===== src/hdl/acsg_pkg.sv =====
package acsg_pkg;

    // ------------------------------------------------------------
    // Register offsets
    // ------------------------------------------------------------
    localparam logic [7:0] ADDR_PIN_FUNC   = 8'h05;
    localparam logic [7:0] ADDR_DIRECTION  = 8'h07;
    localparam logic [7:0] ADDR_DRIVE_TYPE = 8'h09;
    localparam logic [7:0] ADDR_OUT_LEVEL  = 8'h0b;
    localparam logic [7:0] ADDR_IN_LEVEL   = 8'h0d;
    localparam logic [7:0] ADDR_SEQ_CFG    = 8'h10;
    localparam logic [7:0] ADDR_MAN_SEL    = 8'h11;
    localparam logic [7:0] ADDR_SCAN_EN    = 8'h12;

    // ------------------------------------------------------------
    // Fields and reset values
    // ------------------------------------------------------------
    localparam logic [7:0] RST_VALUE      = 8'h00;
    localparam logic [7:0] MAN_SEL_MASK   = 8'h0f;
    localparam logic [7:0] SEQ_CFG_MASK   = 8'h13;
    localparam int         SEQ_START_BIT  = 4;
    localparam logic [3:0] CHID_MAX       = 4'h7;
    localparam logic [1:0] MODE_MANUAL    = 2'h0;
    localparam logic [1:0] MODE_AUTO      = 2'h1;

    // ------------------------------------------------------------
    // Carriers
    // ------------------------------------------------------------
    typedef struct packed {
        logic       write;
        logic       read;
        logic [7:0] addr;
        logic [7:0] wdata;
    } acsg_reg_req_t;

    typedef struct packed {
        logic       valid;
        logic [2:0] channel;
    } acsg_mux_sel_t;

endpackage


===== src/hdl/acsg_channel_ctrl.sv =====
`timescale 1ns/1ns
`default_nettype none
module acsg_channel_ctrl
    import acsg_pkg::*;
#(
    parameter int N = 8
) (
    input  wire logic          clock_in,
    input  wire logic          rst_in,
    input  wire acsg_reg_req_t req_in,
    output logic [7:0]         rdata_out,
    input  wire logic          scan_begin_in,
    output logic [N-1:0]       scan_enable_out,
    output logic               auto_mode_out,
    output logic               scan_start_out,
    output acsg_mux_sel_t      manual_sel_out,
    input  wire logic [N-1:0]  pin_in,
    output logic [N-1:0]       pin_out,
    output logic [N-1:0]       pin_oe_out,
    output logic [N-1:0]       high_side_on_out,
    output logic [N-1:0]       low_side_on_out
);

    // ------------------------------------------------------------
    // Registers
    // ------------------------------------------------------------
    logic [7:0]   pin_func_r;
    logic [7:0]   direction_r;
    logic [7:0]   drive_type_r;
    logic [7:0]   out_level_r;
    logic [7:0]   seq_cfg_r;
    logic [7:0]   man_sel_r;
    logic [7:0]   scan_en_r;
    logic [N-1:0] scan_active_r;
    logic [N-1:0] sync1_r;
    logic [N-1:0] sync2_r;
    logic [7:0]   rdata_nxt;

    always_ff @(posedge clock_in or posedge rst_in) begin
        if (rst_in) begin
            pin_func_r   <= RST_VALUE;
            direction_r  <= RST_VALUE;
            drive_type_r <= RST_VALUE;
            out_level_r  <= RST_VALUE;
            seq_cfg_r    <= RST_VALUE;
            man_sel_r    <= RST_VALUE;
            scan_en_r    <= RST_VALUE;
        end else if (req_in.write) begin
            case (req_in.addr)
                ADDR_PIN_FUNC:   pin_func_r   <= req_in.wdata;
                ADDR_DIRECTION:  direction_r  <= req_in.wdata;
                ADDR_DRIVE_TYPE: drive_type_r <= req_in.wdata;
                ADDR_OUT_LEVEL:  out_level_r  <= req_in.wdata;
                ADDR_SEQ_CFG:    seq_cfg_r    <= req_in.wdata & SEQ_CFG_MASK;
                ADDR_MAN_SEL:    man_sel_r    <= req_in.wdata & MAN_SEL_MASK;
                ADDR_SCAN_EN:    scan_en_r    <= req_in.wdata;
                default: ;
            endcase
        end
    end

    // ------------------------------------------------------------
    // Scan set latched at sequence start
    // ------------------------------------------------------------
    always_ff @(posedge clock_in or posedge rst_in) begin
        if (rst_in) begin
            scan_active_r <= '0;
        end else if (scan_begin_in) begin
            scan_active_r <= scan_en_r[N-1:0];
        end
    end
    assign scan_enable_out = scan_active_r;
    assign auto_mode_out   = (seq_cfg_r[1:0] == MODE_AUTO);
    assign scan_start_out  = seq_cfg_r[SEQ_START_BIT];

    // ------------------------------------------------------------
    // Manual channel selection
    // ------------------------------------------------------------
    always_comb begin
        manual_sel_out.channel = man_sel_r[2:0];
        manual_sel_out.valid   = (seq_cfg_r[1:0] == MODE_MANUAL)
                               && (man_sel_r[3:0] <= CHID_MAX);
    end

    // ------------------------------------------------------------
    // Input sampling
    // ------------------------------------------------------------
    always_ff @(posedge clock_in or posedge rst_in) begin
        if (rst_in) begin
            sync1_r <= '0;
            sync2_r <= '0;
        end else begin
            sync1_r <= pin_in;
            sync2_r <= sync1_r;
        end
    end

    // ------------------------------------------------------------
    // Read data
    // ------------------------------------------------------------
    always_comb begin
        case (req_in.addr)
            ADDR_PIN_FUNC:   rdata_nxt = pin_func_r;
            ADDR_DIRECTION:  rdata_nxt = direction_r;
            ADDR_DRIVE_TYPE: rdata_nxt = drive_type_r;
            ADDR_OUT_LEVEL:  rdata_nxt = out_level_r;
            ADDR_IN_LEVEL:   rdata_nxt = 8'(sync2_r & pin_func_r[N-1:0] & ~direction_r[N-1:0]);
            ADDR_SEQ_CFG:    rdata_nxt = seq_cfg_r;
            ADDR_MAN_SEL:    rdata_nxt = man_sel_r & MAN_SEL_MASK;
            ADDR_SCAN_EN:    rdata_nxt = scan_en_r;
            default:         rdata_nxt = RST_VALUE;
        endcase
    end

    always_ff @(posedge clock_in or posedge rst_in) begin
        if (rst_in) begin
            rdata_out <= RST_VALUE;
        end else if (req_in.read) begin
            rdata_out <= rdata_nxt;
        end
    end

    // ------------------------------------------------------------
    // Pin drivers
    // ------------------------------------------------------------
    acsg_pin_driver #(
        .N (N)
    ) u_pins (
        .is_digital_in    (pin_func_r[N-1:0]),
        .is_output_in     (direction_r[N-1:0]),
        .push_pull_in     (drive_type_r[N-1:0]),
        .level_in         (out_level_r[N-1:0]),
        .pin_out          (pin_out),
        .pin_oe_out       (pin_oe_out),
        .high_side_on_out (high_side_on_out),
        .low_side_on_out  (low_side_on_out)
    );
endmodule
`default_nettype wire


===== src/hdl/acsg_pin_driver.sv =====
`timescale 1ns/1ns
`default_nettype none
module acsg_pin_driver
    import acsg_pkg::*;
#(
    parameter int N = 8
) (
    input  wire logic [N-1:0] is_digital_in,
    input  wire logic [N-1:0] is_output_in,
    input  wire logic [N-1:0] push_pull_in,
    input  wire logic [N-1:0] level_in,
    output logic [N-1:0]      pin_out,
    output logic [N-1:0]      pin_oe_out,
    output logic [N-1:0]      high_side_on_out,
    output logic [N-1:0]      low_side_on_out
);

    // ------------------------------------------------------------
    // Per-pin drive
    // ------------------------------------------------------------
    for (genvar i = 0; i < N; i++) begin : g_pin
        logic drv;
        assign drv = is_digital_in[i] & is_output_in[i];
        assign high_side_on_out[i] = drv & push_pull_in[i] & level_in[i];
        assign low_side_on_out[i]  = drv & ~level_in[i];
        assign pin_oe_out[i] = drv & (push_pull_in[i] | ~level_in[i]);
        assign pin_out[i]    = drv & push_pull_in[i] & level_in[i];
    end

endmodule
`default_nettype wire


===== config.mk =====
export PLATFORM = sky130hd
export DESIGN_NAME = acsg_channel_ctrl
export DESIGN_NICKNAME = d
export VERILOG_FILES = /design/src/hdl/acsg_pkg.sv /design/src/hdl/acsg_channel_ctrl.sv /design/src/hdl/acsg_pin_driver.sv
export SDC_FILE = /design/constraint.sdc
export NUM_CORES = 1
export LEC_CHECK = 0
export BUFFER_PORTS_ARGS = -buffer_cell sky130_fd_sc_hd__buf_2
export CELL_PAD_IN_SITES_DETAIL_PLACEMENT = 0
export CELL_PAD_IN_SITES_GLOBAL_PLACEMENT = 2
export CORE_MARGIN = 8
export CORE_UTILIZATION = 34
export DETAILED_ROUTE_END_ITERATION = 7
export PLACE_DENSITY = 0.79
export SLEW_MARGIN = 20
export SYNTH_ARGS = -nofsm -noshare
export SYNTH_HDL_FRONTEND = slang
export SYNTH_SLANG_ARGS = --single-unit

===== constraint.sdc =====
create_clock -name clock_in -period 2.95 [get_ports clock_in]
set_clock_uncertainty 0.1 [all_clocks]
set_input_delay 0.1475 -clock clock_in [delete_from_list [all_inputs] [get_ports clock_in]]
set_output_delay 0.1475 -clock clock_in [all_outputs]
set_load 0.005 [all_outputs]

# Yosys cells after proc, flatten, opt, wreduce, memory -nomap -nowiden
# Index checks and enable logic that the tools add are counted.
# op_classes
mux	1
bitwise	59
reduce_logical	9
n_eq_ne	9
magnitude_cmp	1
# op_table
cell	count
$pmux W8 S8	1
$and A1 B1 Y1	40
$eq A8 B4 Y1 const B	3
$eq A8 B5 Y1 const B	3
$and A8 B8 Y8	2
$eq A8 B3 Y1 const B	2
$reduce_and A2 Y1	7
$not A1 Y1	8
$not A8 Y8	1
$or A1 B1 Y1	8
$le A4 B3 Y1 const B	1
$eq A2 B1 Y1 const B	1
$logic_not A2 Y1	1
$logic_and A1 B1 Y1	1
# totals
register_bits	79
out_inout_bits	54

# Logic depth before layout (Yosys ltp)
# logic_depth
depth_word	3
depth_mapped	7
depth_no_buf	5

# By module
# A second synthesis with hierarchy kept.
# hier_totals
hier_cells	334
area_unflattened_um2	3803.6
# by_module_without_submodules
module	seq_area_each_um2	cells_per_inst	n_inst	area_per_inst_um2
acsg_channel_ctrl	1976.9	278	1	3553.4
acsg_pin_driver	0.0	56	1	250.2

# Worst setup path before layout
# No wires, ideal clock.
# synth_path
kind	input-to-reg
start	in req_in[13] (netlist name)
end	reg pin_func_r[0]
stages	4
setup_ns	0.125
required_ns	2.725
path_slack_ns	1.238
arrival_ns	1.487
cell_sequence	or3_1 -> clkbuf_2 -> nor4_4 -> mux2_2
# synth_via
elab_chain_len	2
# synth_rtl
element	line_no	text
start, declared	acsg_channel_ctrl.sv:10	input wire acsg_reg_req_t req_in,
$eq A8 B3 Y1	acsg_channel_ctrl.sv:49	case (req_in.addr)
$reduce_and A2 Y1 (no source line)	-	
end signal, assigned	acsg_channel_ctrl.sv:50	ADDR_PIN_FUNC: pin_func_r <= req_in.wdata;
end, declared	acsg_channel_ctrl.sv:27	logic [7:0] pin_func_r;
# Every way passes these cells.
# A chain may end at the register's enable or synchronous reset.

# Final worst setup path
# layout_path
start	in req_in[8] (netlist name)
end	reg pin_func_r[5]
# The elaborated chain is that of the path after synthesis.

==> flow_metrics.env <==
export IMPL_layout_common_cells="buf_2 (82), dfrtp_1 (79), mux2_2 (45)"
export IMPL_n_antenna_cell=0
export IMPL_rsz0062_at_grt="false"
export IMPL_switching_share=0.250
export IMPL_globalplace_congestion=0.795
export IMPL_syn_to_final_growth_pct=22.5
export IMPL_cts_buffers=9
export IMPL_setup_viol=0
export IMPL_ys_flop_type="dfrtp_1"
export IMPL_grt_overflow=0
export IMPL_die_width_um=120
export IMPL_ir_drop_uv=190
export IMPL_hold_path_startpoint="req_in[1]"
export IMPL_internal_power_mw=1.65
export IMPL_multi_input_area_um2=1510
export IMPL_synthDistinctLibCells=43
export IMPL_cts_tree="yes"
export IMPL_power_density_nw_per_um2=485
export IMPL_setup_worst_path_class="input port to register"
export IMPL_finalNetCount=454
export IMPL_drive_gt1_frac=0.365
export IMPL_die_area_um2=14500
export IMPL_num_fill_cells=1076
export IMPL_dieHeight_um=120
export IMPL_wl_per_cell_um=17.7
export IMPL_cts_sinks=79
export IMPL_clock_root_buffer="clkbuf_8"
export IMPL_dp_hpwl_um=7240
export IMPL_drt_iter0_markers=89
export IMPL_antenna_found_initial=0
export IMPL_setup_tns_ns=0
export IMPL_htreeDepth=3
export IMPL_port_buffers=82
export IMPL_yosysTopAreaCell="dfrtp_1"
export IMPL_num_vias=2770
export IMPL_pwr_share_clk=0.365
export IMPL_start_kind="input port"
export IMPL_hold_path_class="input port to register"
export IMPL_seq_area_frac_synth=0.535
export IMPL_final_core_util=0.422
export IMPL_clock_path_buffers=2
export IMPL_ios=83
export IMPL_path_max_fanout=12
export IMPL_ys_async_sr_fraction=1.00
export IMPL_antenna_left=0
export IMPL_drcViolationCount=0
export IMPL_wl_um=10100
export IMPL_viasPerCell=4.86
export IMPL_cts_resized=0
export IMPL_placeableCoreArea_um2=10700
export IMPL_area_sequential_um2=1980
export IMPL_grt_pass1_vias=2795
export IMPL_p_leak_nw=2.24
export IMPL_maxSlewViolCount=0
export IMPL_period_share=0.615
export IMPL_arrival_ns=1.95
export IMPL_layout_min_cycle_time_ns=1.81
export IMPL_cap_violations=0
export IMPL_power_frac_comb=0.096
export IMPL_syn_inst=337
export IMPL_crit_required_ns=3.09
export IMPL_tightest_slew_ns=0.802
export IMPL_synth_edf_count=0
export IMPL_track_usage=0.143
export IMPL_p_sw_mw=0.549
export IMPL_first_pass_iters=5
export IMPL_end_kind="register"
export IMPL_clkLatencyLatePin_ns=0.35
export IMPL_fmax_mhz=551
export IMPL_final_common_cell="buf_2"
export IMPL_synth_top_cells_by_area="dfrtp_1 (53%), mux2_2 (14%), nand2_1 (3.6%), nor2_1 (3.1%), a21oi_1 (3.1%)"
export IMPL_status="complete, no violations"
export IMPL_grt_pass1_wl_um=15900
export IMPL_grt_max_degree=45
export IMPL_synth_top_cell_area_share=0.535
export IMPL_finalHoldViolCount=0
export IMPL_synth_avg_cell_area_um2=11.0
export IMPL_ys_ff_latch=79
export IMPL_max_slew_margin=0.461
export IMPL_netlist_area_um2=3700
export IMPL_synth_nets=366
export IMPL_rows=38
export IMPL_reg2reg_from="pin_func_r[3]"
export IMPL_start_util=0.344
export IMPL_clkSlewWorstSetupHoldPaths_ns=0.08
export IMPL_ys_warn_count=0
export IMPL_crit_start="req_in[8]"
export IMPL_seq_power_share=0.538
==> what timing repair did <==
item | 4_1_cts | 5_1_grt
buffers inserted | 0 | 0
hold buffers | 15 | 0
endpoints found under the hold margin | 66 | 0
==> synthesized netlist by cell type, types with 2 or more instances <==
cell type / number
dfrtp_1: 79
mux2_2: 45
nand2_1: 35
nor2_1: 31
a21oi_1: 23
o21ai_0: 17
inv_1: 15
buf_4: 13
mux2i_1: 10
clkbuf_1: 8
a31oi_1: 6
nand4b_1: 6
and3_1: 4
nor3_1: 4
o22ai_1: 4
nor2b_1: 3
a211oi_1: 2
a2bb2oi_1: 2
nand3b_1: 2
nand4bb_1: 2
nor3_4: 2
o2bb2ai_1: 2
or3_1: 2
==> critical path: stages <==
cell     delay [ns]
buf_2          0.26
nor2b_1        0.32
nand2_1        0.17
nor4_4         0.63
mux2_2         0.41
==> power groups by stage <==
stage                     clock network (mW)  registers, mW  logic, mW
after global placement                     0           1.20      0.197
after CTS                              0.835           1.18      0.216
after global routing                   0.886           1.19      0.236
after detailed placement                   0           1.20      0.200
after floorplan                            0           1.19      0.119
final                                  0.803           1.18      0.211
==> flip-flops by register name, indices dropped and copies added (netlist names) <==
name,count
rdata_out,8
man_sel_r,4
scan_enable_out,8
sync2_r,8
drive_type_r,8
scan_en_r,8
out_level_r,8
pin_func_r,8
seq_cfg_r,3
sync1_r,8
direction_r,8
==> through the flow <==
step	hold slack, ns	power [mW]	setup slack [ns]	std cells	area, um^2
floorplan	0.0789	1.31	0.679	337	3700
global placement	0.156	1.40	0.791	539	4180
detailed placement	0.157	1.41	0.787	539	4180
CTS	0.00763	2.23	1.16	570	4530
global route	0.00639	2.31	1.11	570	4530
finish	0.0146	2.20	1.14	570	4530
==> area by class of cell <==
cell class                      instances  share of cell area
Multi-Input combinational cell        217               0.333
Tap cell                              140              0.0387
Clock inverter                          5              0.0127
Timing Repair Buffer                  102               0.135
Inverter                               16              0.0135
Clock buffer                           11              0.0312
Sequential cell                        79               0.436
==> layer usage <==
metal | GRT usage | share of wire | vias up
met1 | 0.198 | 0.47 | 1348
met4 | 0.0492 | 0.011 | 0
met2 | 0.212 | 0.46 | 72
li1 | - | - | 1344
met3 | 0.0368 | 0.061 | 6
met5 | 0 | 0 | -
==> kinds of logic after synthesis <==
family,Yosys count,synth area share
AND/OR/NAND/NOR,101,0.148
flip-flops,79,0.535
AO/OA/AOI/OAI,61,0.0957
multiplexers,55,0.164
buffers and inverters,41,0.0575
==> worst paths after layout <==
check / end / slack [ns] / cells past startpoint
max: pin_func_r[5] / 1.14 / 5
min: drive_type_r[1] / 0.01 / 3
max reg2reg: rdata_out[3] / 1.41 / 5
min reg2reg: sync2_r[1] / 0.25 / 0
max in group asynchronous: man_sel_r[1] / 1.72 / 4
min in group asynchronous: direction_r[7] / 0.36 / 3
Power figures use the tool's default switching activity.
